===== config.mk =====
export PLATFORM = sky130hd
export DESIGN_NAME = icst_top
export DESIGN_NICKNAME = d
export VERILOG_FILES = /design/src/icst_pkg.sv /design/src/icst_base_div.sv /design/src/icst_top.sv
export VERILOG_INCLUDE_DIRS = /design/src
export SDC_FILE = /design/constraint.sdc
export NUM_CORES = 1
export LEC_CHECK = 0
export BUFFER_PORTS_ARGS = -buffer_cell sky130_fd_sc_hd__buf_4
export CORE_UTILIZATION = 35
export DETAILED_ROUTE_END_ITERATION = 6
export GPL_ROUTABILITY_DRIVEN = 0
export GPL_TIMING_DRIVEN = 1
export HOLD_SLACK_MARGIN = 0.06
export PLACE_DENSITY = 0.48
export SYNTH_ARGS = -nofsm -noshare
export SYNTH_HDL_FRONTEND = slang
export SYNTH_SLANG_ARGS = --single-unit

===== constraint.sdc =====
create_clock -name sys_clk_in -period 18.2 [get_ports sys_clk_in]
set_input_delay 0 -clock sys_clk_in [delete_from_list [all_inputs] [get_ports sys_clk_in]]
set_output_delay 0 -clock sys_clk_in [all_outputs]
set_load 0.01 [all_outputs]

===== src/icst_regs.svh =====
// register offsets, fields, reset values and timing counts for the internal clock settle/trim block
`ifndef ICST_REGS_SVH
`define ICST_REGS_SVH

// ----------------------------------------
// register byte offsets
// ----------------------------------------
`define ICST_CTRL_OFF      12'h000
`define ICST_MULT_OFF      12'h004
`define ICST_TRIM_OFF      12'h008
`define ICST_DIV_OFF       12'h00C
`define ICST_STG_OFF       12'h010
`define ICST_STAT_OFF      12'h014
`define ICST_FTRIM_OFF     12'h018

// ----------------------------------------
// fields
// ----------------------------------------
`define ICST_CTRL_EN_BIT   0
`define ICST_CTRL_INTE_BIT 1
`define ICST_STAT_STB_BIT  0
`define ICST_STAT_LOCK_BIT 1
`define ICST_STAT_DONE_BIT 2
`define ICST_STAT_IRQ_BIT  3

// ----------------------------------------
// reset values and divider limit
// ----------------------------------------
`define ICST_MULT_RST      7'h15
`define ICST_TRIM_RST      8'h80
`define ICST_DIV_RST       4'h0
`define ICST_STG_RST       8'h80
`define ICST_DIV_MAX       4'h9

// ----------------------------------------
// capacitor and timing figures
// ----------------------------------------
`define ICST_CAP_FIXED     10'd384
`define ICST_CAP_TOTAL     10'd639
`define ICST_BASE_PER_CORR 4
`define ICST_FINE_MAX      24
`define ICST_TOTAL_MAX     32
`define ICST_BASE_HZ       307200
`define ICST_SYS_HZ        10000000
`define ICST_BASE_DIV      (`ICST_SYS_HZ / `ICST_BASE_HZ)
`define ICST_COARSE_TOL    16'd15
`define ICST_STABLE_TOL    16'd5

`endif


===== src/icst_pkg.sv =====
// types shared by the internal clock settle/trim block
package icst_pkg;
   typedef enum logic [1:0] {
      ICST_OFF,
      ICST_COARSE,
      ICST_FINE,
      ICST_LOCKED
   } icst_mode_e;
   typedef logic [7:0] icst_byte_t;
endpackage


===== src/icst_base_div.sv =====
// divider making the base-clock tick and the correction tick
`timescale 1ns/1ps
module icst_base_div #(
   parameter int DIV = 32,
   parameter int PER_CORR = 4
) (
   input  wire logic sys_clk_in,   // system clock
   input  wire logic rst_in,       // sync reset
   input  wire logic run_in,       // divider runs while high
   output logic      base_tick_out, // one pulse per base period
   output logic      corr_tick_out  // one pulse per correction
);
   logic [15:0] cnt_r, cnt_nxt;
   logic [2:0]  per_r, per_nxt;
   logic        bt_nxt, ct_nxt;

   always_comb begin
      cnt_nxt = cnt_r;
      per_nxt = per_r;
      bt_nxt  = 1'b0;
      ct_nxt  = 1'b0;
      if (run_in) begin
         if (cnt_r == 16'(DIV - 1)) begin
            cnt_nxt = '0;
            bt_nxt  = 1'b1;
            if (per_r == 3'(PER_CORR - 1)) begin
               per_nxt = '0;
               ct_nxt  = 1'b1;
            end else begin
               per_nxt = per_r + 3'd1;
            end
         end else begin
            cnt_nxt = cnt_r + 16'd1;
         end
      end
   end

   always_ff @(posedge sys_clk_in) begin
      if (rst_in) begin
         cnt_r         <= '0;
         per_r         <= '0;
         base_tick_out <= 1'b0;
         corr_tick_out <= 1'b0;
      end else begin
         cnt_r         <= cnt_nxt;
         per_r         <= per_nxt;
         base_tick_out <= bt_nxt;
         corr_tick_out <= ct_nxt;
      end
   end
endmodule


===== src/icst_top.sv =====
// internal clock generator settling, preload and trim model with apb registers
//
// Decided for this implementation: register access over APB and the address map.
`timescale 1ns/1ps
`include "icst_regs.svh"

// Operation
// - fine steps of one stage count, 24 at most
// - each correction spans four base periods
// - coarse plus fine capped at 32 corrections; here only corrections made within 15 percent are counted
// - divider and stage writable while generator off
// - restart from preloaded divider and stage
// - capacitor is 384 fixed plus trim units
// - trim resets to 128, capacitor 512
// - higher trim lowers base frequency
// - bus rate is base times multiplier over four; core enable here is base over four, multiplier unused
// - factory trim word reserved, read only
// - keeps running in wait, may wake cpu
// - stop halts activity, output clocks low
// - stop leaves all registers unchanged; here the core phase count clears and the wake request (status irq bit) drops
// - divider above nine acts as nine
// - stable flag cleared on multiplier write
module icst_top import icst_pkg::*; #(
   parameter logic [7:0] FACTORY_TRIM = 8'h80,  // arbitrary default factory value
   parameter int         BASE_DIV     = `ICST_BASE_DIV
) (
   input  wire logic        sys_clk_in,        // 10 MHz clock
   input  wire logic        rst_in,            // sync reset, active high
   input  wire logic        psel_in,           // apb select
   input  wire logic        penable_in,        // apb enable
   input  wire logic        pwrite_in,         // apb direction
   input  wire logic [11:0] paddr_in,          // apb byte address
   input  wire logic [31:0] pwdata_in,         // apb write data
   input  wire logic        stop_mode_in,      // stop mode request
   input  wire logic        wait_mode_in,      // wait mode indication
   input  wire logic [15:0] target_stage_in,   // stage count matching the target period
   output logic [31:0]      prdata_out,        // apb read data
   output logic             pready_out,        // apb ready
   output logic             pslverr_out,       // apb error on unmapped address
   output logic             internal_clock_stable_out, // stable within 5 percent
   output logic             osc_output_clock_out,      // oscillator clock enable
   output logic             core_output_clock_out,     // core clock enable
   output logic             wake_out,          // wake request from wait
   output logic [9:0]       cap_units_out      // connected capacitor units
);
   // ----------------------------------------
   // state
   // ----------------------------------------
   logic        internal_gen_enable_r, internal_gen_enable_nxt;
   logic        inte_r, inte_nxt;
   logic [6:0]  mult_r, mult_nxt;
   icst_byte_t  trim_register_r, trim_register_nxt;
   logic [3:0]  dco_divider_exponent_r, dco_divider_exponent_nxt;
   icst_byte_t  dco_stage_setting_r, dco_stage_setting_nxt;
   icst_mode_e  mode_r, mode_nxt;
   logic [5:0]  corr_cnt_r, corr_cnt_nxt;
   logic [4:0]  fine_cnt_r, fine_cnt_nxt;
   logic        stable_r, stable_nxt;
   logic        wake_r, wake_nxt;
   logic [31:0] prdata_r, prdata_nxt;
   logic        pready_r, pready_nxt;
   logic        pslverr_r, pslverr_nxt;
   logic [2:0]  ph_r, ph_nxt;
   logic        osc_nxt;
   logic [9:0]  cap_r, cap_nxt;

   logic        base_tick, corr_tick;
   logic        run;
   logic        wr_acc, rd_acc;
   logic [3:0]  div_eff;
   logic [15:0] cur_period, err_abs, tol15, tol5;
   logic        too_slow;

   assign run    = internal_gen_enable_r & ~stop_mode_in;
   assign wr_acc = psel_in & penable_in & pwrite_in & ~pready_r;
   assign rd_acc = psel_in & penable_in & ~pwrite_in & ~pready_r;

   // ----------------------------------------
   // base clock and correction pacing
   // ----------------------------------------
   icst_base_div #(
      .DIV      (BASE_DIV),
      .PER_CORR (`ICST_BASE_PER_CORR)
   ) u_base (
      .sys_clk_in    (sys_clk_in),
      .rst_in        (rst_in),
      .run_in        (run),
      .base_tick_out (base_tick),
      .corr_tick_out (corr_tick)
   );

   // ----------------------------------------
   // dco period estimate and error
   // ----------------------------------------
   // period expressed as stage setting scaled by the clamped divider
   assign div_eff    = (dco_divider_exponent_r > `ICST_DIV_MAX) ? `ICST_DIV_MAX
                                                                 : dco_divider_exponent_r;
   assign cur_period = 16'(dco_stage_setting_r) << div_eff;
   assign too_slow   = cur_period > target_stage_in;
   assign err_abs    = too_slow ? (cur_period - target_stage_in) : (target_stage_in - cur_period);
   assign tol15      = 16'((32'(target_stage_in) * 32'(`ICST_COARSE_TOL)) / 32'd100);
   assign tol5       = 16'((32'(target_stage_in) * 32'(`ICST_STABLE_TOL)) / 32'd100);

   // ----------------------------------------
   // loop filter
   // ----------------------------------------
   always_comb begin
      mode_nxt                 = mode_r;
      corr_cnt_nxt             = corr_cnt_r;
      fine_cnt_nxt             = fine_cnt_r;
      stable_nxt               = stable_r;
      dco_divider_exponent_nxt = dco_divider_exponent_r;
      dco_stage_setting_nxt    = dco_stage_setting_r;
      if (!internal_gen_enable_r) begin
         mode_nxt     = ICST_OFF;
         stable_nxt   = 1'b0;
         corr_cnt_nxt = '0;
         fine_cnt_nxt = '0;
      end else if (!stop_mode_in && corr_tick) begin
         case (mode_r)
            ICST_OFF: begin
               // start from whatever divider and stage are held now
               mode_nxt = ICST_COARSE;
            end
            ICST_COARSE, ICST_FINE: begin
               if (err_abs <= tol5 && mode_r == ICST_COARSE) begin
                  mode_nxt   = ICST_FINE;
                  stable_nxt = 1'b1;
               end else if (err_abs == 16'd0 || fine_cnt_r == 5'(`ICST_FINE_MAX)
                            || corr_cnt_r == 6'(`ICST_TOTAL_MAX)) begin
                  mode_nxt = ICST_LOCKED;
               end else begin
                  if (err_abs <= tol5)
                     fine_cnt_nxt = fine_cnt_r + 5'd1;
                  if (err_abs <= tol15)
                     corr_cnt_nxt = corr_cnt_r + 6'd1;
                  // minimum step is one stage count; carry or borrow moves the divider
                  if (too_slow) begin
                     if (dco_stage_setting_r == 8'h00 && dco_divider_exponent_r != 4'h0) begin
                        dco_stage_setting_nxt    = 8'hFF;
                        dco_divider_exponent_nxt = dco_divider_exponent_r - 4'd1;
                     end else if (dco_stage_setting_r != 8'h00) begin
                        dco_stage_setting_nxt = dco_stage_setting_r - 8'd1;
                     end
                  end else begin
                     if (dco_stage_setting_r == 8'hFF && div_eff != `ICST_DIV_MAX) begin
                        dco_stage_setting_nxt    = 8'h00;
                        dco_divider_exponent_nxt = div_eff + 4'd1;
                     end else if (dco_stage_setting_r != 8'hFF) begin
                        dco_stage_setting_nxt = dco_stage_setting_r + 8'd1;
                     end
                  end
                  if (err_abs <= tol5)
                     stable_nxt = 1'b1;
               end
            end
            ICST_LOCKED: begin
               if (err_abs > tol5) begin
                  mode_nxt     = ICST_COARSE;
                  corr_cnt_nxt = '0;
                  fine_cnt_nxt = '0;
               end
            end
            default: mode_nxt = ICST_OFF;
         endcase
      end
      // software writes
      if (wr_acc && !internal_gen_enable_r) begin
         if (paddr_in == `ICST_DIV_OFF)
            dco_divider_exponent_nxt = pwdata_in[3:0];
         if (paddr_in == `ICST_STG_OFF)
            dco_stage_setting_nxt = pwdata_in[7:0];
      end
      if (wr_acc && (paddr_in == `ICST_MULT_OFF || paddr_in == `ICST_TRIM_OFF)
          && internal_gen_enable_r) begin
         stable_nxt   = 1'b0;
         mode_nxt     = ICST_COARSE;
         corr_cnt_nxt = '0;
         fine_cnt_nxt = '0;
      end
   end

   always_ff @(posedge sys_clk_in) begin
      if (rst_in) begin
         mode_r                 <= ICST_OFF;
         corr_cnt_r             <= '0;
         fine_cnt_r             <= '0;
         stable_r               <= 1'b0;
         dco_divider_exponent_r <= `ICST_DIV_RST;
         dco_stage_setting_r    <= `ICST_STG_RST;
      end else begin
         mode_r                 <= mode_nxt;
         corr_cnt_r             <= corr_cnt_nxt;
         fine_cnt_r             <= fine_cnt_nxt;
         stable_r               <= stable_nxt;
         dco_divider_exponent_r <= dco_divider_exponent_nxt;
         dco_stage_setting_r    <= dco_stage_setting_nxt;
      end
   end

   // ----------------------------------------
   // apb registers
   // ----------------------------------------
   always_comb begin
      internal_gen_enable_nxt = internal_gen_enable_r;
      inte_nxt                = inte_r;
      mult_nxt                = mult_r;
      trim_register_nxt       = trim_register_r;
      prdata_nxt              = prdata_r;
      pready_nxt              = 1'b0;
      pslverr_nxt             = 1'b0;
      if (psel_in && penable_in && !pready_r) begin
         pready_nxt = 1'b1;
         prdata_nxt = '0;
         case (paddr_in)
            `ICST_CTRL_OFF: begin
               prdata_nxt[`ICST_CTRL_EN_BIT]   = internal_gen_enable_r;
               prdata_nxt[`ICST_CTRL_INTE_BIT] = inte_r;
               if (pwrite_in) begin
                  internal_gen_enable_nxt = pwdata_in[`ICST_CTRL_EN_BIT];
                  inte_nxt                = pwdata_in[`ICST_CTRL_INTE_BIT];
               end
            end
            `ICST_MULT_OFF: begin
               prdata_nxt[6:0] = mult_r;
               if (pwrite_in)
                  mult_nxt = pwdata_in[6:0];
            end
            `ICST_TRIM_OFF: begin
               prdata_nxt[7:0] = trim_register_r;
               if (pwrite_in)
                  trim_register_nxt = pwdata_in[7:0];
            end
            `ICST_DIV_OFF: prdata_nxt[3:0] = dco_divider_exponent_r;
            `ICST_STG_OFF: prdata_nxt[7:0] = dco_stage_setting_r;
            `ICST_STAT_OFF: begin
               prdata_nxt[`ICST_STAT_STB_BIT]  = stable_r;
               prdata_nxt[`ICST_STAT_LOCK_BIT] = (mode_r == ICST_LOCKED);
               prdata_nxt[`ICST_STAT_DONE_BIT] = (mode_r == ICST_FINE);
               prdata_nxt[`ICST_STAT_IRQ_BIT]  = wake_r;
            end
            `ICST_FTRIM_OFF: prdata_nxt[7:0] = FACTORY_TRIM;
            default: pslverr_nxt = 1'b1;
         endcase
      end
   end

   always_ff @(posedge sys_clk_in) begin
      if (rst_in) begin
         internal_gen_enable_r <= 1'b1;
         inte_r                <= 1'b0;
         mult_r                <= `ICST_MULT_RST;
         trim_register_r       <= `ICST_TRIM_RST;
         prdata_r              <= '0;
         pready_r              <= 1'b0;
         pslverr_r             <= 1'b0;
      end else begin
         // stop mode has no path into these registers
         internal_gen_enable_r <= internal_gen_enable_nxt;
         inte_r                <= inte_nxt;
         mult_r                <= mult_nxt;
         trim_register_r       <= trim_register_nxt;
         prdata_r              <= prdata_nxt;
         pready_r              <= pready_nxt;
         pslverr_r             <= pslverr_nxt;
      end
   end

   // ----------------------------------------
   // output clocks, capacitor, wake
   // ----------------------------------------
   // clock enables pulse per base tick and every fourth base tick; held low in stop
   always_comb begin
      ph_nxt   = ph_r;
      osc_nxt  = 1'b0;
      wake_nxt = 1'b0;
      cap_nxt  = `ICST_CAP_FIXED + 10'(trim_register_r);
      if (run) begin
         osc_nxt  = base_tick;
         ph_nxt   = base_tick ? ph_r + 3'd1 : ph_r;
         wake_nxt = inte_r & wait_mode_in & stable_r;
      end else if (stop_mode_in) begin
         ph_nxt = '0;
      end
   end

   always_ff @(posedge sys_clk_in) begin
      if (rst_in) begin
         ph_r  <= '0;
         wake_r <= 1'b0;
         cap_r <= `ICST_CAP_FIXED + 10'(`ICST_TRIM_RST);
         internal_clock_stable_out <= 1'b0;
         osc_output_clock_out      <= 1'b0;
         core_output_clock_out     <= 1'b0;
      end else begin
         ph_r  <= ph_nxt;
         wake_r <= wake_nxt;
         cap_r <= cap_nxt;
         internal_clock_stable_out <= stable_nxt;
         osc_output_clock_out      <= osc_nxt;
         // core enable at one quarter of the oscillator rate
         core_output_clock_out     <= osc_nxt & (ph_r[1:0] == 2'b11);
      end
   end

   assign prdata_out    = prdata_r;
   assign pready_out    = pready_r;
   assign pslverr_out   = pslverr_r;
   assign wake_out      = wake_r;
   assign cap_units_out = cap_r;
endmodule


After elaboration in Yosys (flattened, before gate mapping)
Index checks and enable logic that the tools add are counted.
- output and inout bits: 48
- register bits: 90
- bitwise operators: 13
- divide/modulo/power cells: 2
- $add $sub $neg: 12
- mux-type cells: 58
- equality and inequality tests: 28
- order comparisons: 5
- shift operators: 1
- reductions and logical operators: 40
- multipliers: 2
- operators with widths (kind ; count):
    $mux W8 ; 12
    $mux W4 ; 11
    $eq A12 B5 Y1 const B ; 3
    $div A19 B7 Y32 const B ; 1
    $div A20 B7 Y32 const B ; 1
    $gt A16 B16 Y1 ; 2
    $le A16 B16 Y1 ; 2
    $mux W16 ; 2
    $sub A16 B16 Y16 ; 2
    $eq A12 B4 Y1 const B ; 2
    $mux W6 ; 4
    $mul A16 B4 Y20 const B ; 1
    $mux W5 ; 4
    $mul A16 B3 Y19 const B ; 1
    $add A16 B1 Y16 const B ; 1
    $eq A16 B5 Y1 const B ; 1
    $logic_not A16 Y1 ; 1
    $shl A8 B4 Y16 ; 1
    $reduce_and A3 Y1 ; 5
    $eq A12 B3 Y1 const B ; 1
    $logic_not A12 Y1 ; 1
    $mux W3 ; 4
    $ne A2 B2 Y1 const B ; 6
    $pmux W2 S6 ; 1
    45 further kinds ; 91

Depth between registers and ports, before layout
- depth in word-level cells: 15
- mapped depth: 67
- gate-level depth less buffers: 62

Cells and area by module
Synthesis repeated with hierarchy kept, for this count alone.
- cell total of the unflattened synthesis: 2032
- area, all modules: 15105.7 µm²
- modules (own cells, without submodules) (module ; cells an instance ; area an instance (µm²) ; instances ; seq. area each (µm²)):
    icst_top ; 1932 ; 14128.6 ; 1 ; 1341.3
    icst_base_div ; 100 ; 977.2 ; 1 ; 420.4

Worst setup path before layout
No wires, ideal clock.
- path kind: input-to-reg
- start: input target_stage_in[5]
- end: register corr_cnt_r[5]
- stages on the path: 66
- setup time: 0.118 ns
- slack: 5.621 ns
- path buffers: 6
- required time: 18.082 ns
- arrival time: 12.461 ns
- cells stage by stage: inv_1 fa_1 fa_1 inv_1 ha_1 a21o_1 o21bai_4 a221oi_1 nand3_1 and2_1 buf_2 buf_2 nand3_1 o221ai_1 nor2_1 mux2_2 a2111oi_2 o31ai_2 [30 not listed] o21ai_0 nand2b_1 a21oi_1 nor2b_1 o21ai_0 nand2b_1 a21oi_1 o21ai_0 a21o_1 a21oi_1 nor2_1 o31ai_1 and2_1 clkbuf_1 nand4_1 or2_2 xor2_1 nor2_1
- cells in the longest elaborated chain, start to end: 7
- elaborated cells between the ends (all ways): 20
- those cells by class: add/sub (2); mul (2); div (2); order compare (4); eq/ne (4); mux (1); reduce/logical (5)
- ends and longest elaborated chain (element ; line ; RTL):
    start: declaration ; icst_top.sv:36 ; input wire logic [15:0] target_stage_in,
    branches (longest 6 deep; another with $div A20 B7 Y32) ; -- ;
    $reduce_and A6 Y1 (no source line) * ; -- ;
    end signal: assignment ; icst_top.sv:193 ; corr_cnt_r <= corr_cnt_nxt;
    end: declaration ; icst_top.sv:56 ; logic [5:0] corr_cnt_r, corr_cnt_nxt;
Mark *: on every way between the ends.
A chain may end at the register's enable or synchronous reset.

Final worst setup path
- start: input target_stage_in[6]
- end: register corr_cnt_r[5]
Same word-level chain as after synthesis.

==> run summary <==
The maximum number of pins on one net before global-route repair is 59, and the overall die area is 45,000 um2. From synthesis to final layout, the design area changed by 7.41%. The number of hold-slack violations in the final timing report was 0; the actual transition at the worst max-transition pin was 1150 ps. In this run the tightest slew margin relative to its limit is 22.8%.

Setup repair after global routing left no endpoint under its margin. Type of the worst setup path: in -> reg. The pre-antenna-repair detailed-routing pass consisted of 5 iterations. Clock-pin slew was measured on the worst setup and hold paths at 70 ps. The tools report the number of buffers added to fix hold violations after cts as 11.

Ranked by total cell area, the synthesized netlist is headed by dfxtp_1, ha_1, nor2_1. Summed over all layers, the global routing overflow is 0. The run gives 11.4% as the share of synthesized area occupied by flip-flops and latches. The H-tree generated during clock tree synthesis spans 3 levels. The maximum fanout along the worst path was 13; the number of standard-cell rows in the floorplan was 76. Estimated wirelength of the detail-placed design: 35,100 um. At the end of the flow, the number of nets in the layout was 2,324. Cell type with the highest aggregate area in the netlist: dfxtp_1. In this run the clock root is driven by a clkbuf_16. In this run, the number of DRC markers left after iteration 0 of detailed routing was 1,069.

Most instantiated flip-flop cell in the synthesis netlist: dfxtp_1. The total count of max-transition violations in the final report was 0; the total of fill cells in the finished design was 4,647. For the floorplan core area, the log shows 43,400 um2. The routed design could run at a clock period as short as 14,970 ps. The library cell used most frequently in the layout, excluding fill and tap cells, is nor2_1. Number of global-route vias before repair: 14,400.

The total I/O pin count was 115. The die is 212 um wide. The via count is 15,200. The tree built by TritonCTS fans out to 88 sinks.

The share of async-settable or async-resettable flops after synthesis was 0%. Dividing the detail-routed wire length by the instance count gives 16.3 um. The worst clock skew was 9.38 ps; the count of synthesis-stage warnings from yosys was 0. The tools report the number of DRC violations after detailed routing as 0. After clock tree synthesis, the repair step resized 0 gates. The number of buffers inserted by port buffering is 66.

For this run, the total global-route usage over all layers was measured as 19.3%. For this configuration, the core starts out at a cell density of 35.7%. Floorplan die height: 212 um. After synthesis, the largest area contributor takes up 11.4% of total cell area. The via density per instance is 5.66. For the worst setup path, the data required time is 18,430 ps.

TritonCTS built the clock tree. In this run, synthesis inferred 0 flip-flops with an integrated enable. The buffer depth of the longest clock path was 2. The run finished with clean final reports. Setup total negative slack on the finished layout was measured at 0 ps. Clock latency on the worst-skew pair, taken at its later pin, is 340 ps. Master of the slowest instance on the critical path: o31ai_2. For this run, the slowest stage of the critical path takes 790 ps.

For the worst setup path, the data arrival time is 15,200 ps. The final layout contains routed wiring with a total length of 43,800 um. The number of setup buffers added after CTS came out at 0. The number of buffers created by CTS is 9. STA classifies the critical path endpoint as a flip-flop. The synthesized design contains 88 register bits.

The worst setup path is launched from an input port. The fraction of final layout cells with drive strength greater than 1 was 9.32%. The number of nets with antenna violations after detailed routing came out at 0. The tightest min-delay check is of the in -> reg type. The number of instances in the synthesized netlist was 2,094. The number of library cell types mapped by synthesis came out at 129. Derived from the worst setup path, the maximum achievable clock frequency is 66.8 MHz. In the layout the commonest cells are nor2_1, nand2_1, a21oi_1. The run gives 2 as the number of antenna violations at the first check in global routing.

Summing every instance area after synthesis gives 15,500 um2. The wire length of the first global-routing pass is 73,100 um. The setup violation total in the final timing report was 0.

The mean instance size in the synthesized netlist was 7.39 um2; the number of max-capacitance violations reported was 0. After layout, the worst path uses 82.3% of the clock period.
worst max-delay path: cells and delay by family:
| family | cells | cell delay [ps] |
|---|---|---|
| AOI/OAI and AO/OA | 30 | 7420 |
| and+or+nand+nor | 18 | 3580 |
| adders and majority gates | 5 | 2080 |
| xor gates and xnor gates | 3 | 910 |
| buffers and inverters | 5 | 770 |
| muxes | 1 | 410 |
synthesized netlist by cell type (all sizes together), types with 12 or more instances:
master    n
fa       32
dfxtp    88
a21o     52
clkbuf   50
mux2i    59
nor2    221
ha      127
xor2     44
nor2b    26
o21a     16
o211ai   27
o21ai   108
nor4     30
a31oi    33
nand2b   19
buf      58
nand3    63
a221oi   18
a21oi   156
nor3     70
and2     22
o31ai    19
or2      29
nand2   185
inv     114
nand4    26
xnor2    69
a21boi   12
a211oi   41
or3      18
a211o    19
and3     14
mux2     24
o211a    14
per-stage QoR:
stage	util, %	hold WS, ps	instance area [um2]	std cells	setup slack, ps
2_1_floorplan	-	79.3	15600	2117	5620
4_1_cts	38.3	67.9	16600	2688	3180
3_5_place_dp	37.4	205	16200	2661	2840
6_report	38.3	76.2	16600	2690	3230
3_3_place_gp	37.4	201	16200	2661	2930
5_1_grt	38.3	99.0	16600	2690	1820
layer usage:
| layer | GRT usage [%] | vias to the layer above | share of wire [%] |
|---|---|---|---|
| met4 | 2.47 | 0 | 0.76 |
| met5 | 0 | - | 0 |
| met2 | 32.8 | 181 | 47 |
| met3 | 1.18 | 21 | 1.7 |
| met1 | 27.3 | 7296 | 50 |
| li1 | - | 7722 | - |
area by class of cell:
type	instances	area (um2)	share of cell area [%]
inverter	115	437	2.63
clock inverter	6	67.6	0.407
timing repair buffer	82	643	3.87
clock buffer	10	229	1.38
tap	585	732	4.41
multi-input combinational	1802	12700	76.7
antenna	2	5.00	0.0301
sequential	88	1760	10.6
final timing paths:
check / endpoint / slack, ps / cells past startpoint / startpoint
worst max-delay path: corr_cnt_r[5] / 3230 / 62 / target_stage_in[6]
worst min-delay path: pslverr_out / 80 / 3 / paddr_in[3]
worst max register to register: dco_stage_setting_r[4] / 8400 / 45 / dco_divider_exponent_r[1]
worst min register to register: u_base.per_r[2] / 450 / 2 / u_base.per_r[2]
sequential cells by signal, summed over array words and instances, names as in the netlist, 2 cells and up:
| register | flops |
|---|---|
| corr_cnt_r | 6 |
| dco_divider_exponent_r | 4 |
| fine_cnt_r | 5 |
| mode_r | 2 |
| cap_units_out | 9 |
| ph_r | 2 |
| mult_r | 7 |
| dco_stage_setting_r | 8 |
| u_base.cnt_r | 16 |
| u_base.per_r | 3 |
| trim_register_r | 8 |
| prdata_out | 8 |
logic make-up after synthesis:
group           count (synthesis)  synth area share (%)
compound gates                653                  30.5
xor+xnor                      113                  6.67
fa+ha+maj                     169                  15.1
buf+inv                       227                  6.81
flops                          88                  11.4
mux                            83                  5.59
other cells                     1                0.0242
simple gates                  760                  23.9
Power is left out: the tool's default activity adds up to more than one toggle a clock period on the data nets, which glitch-free logic cannot reach.
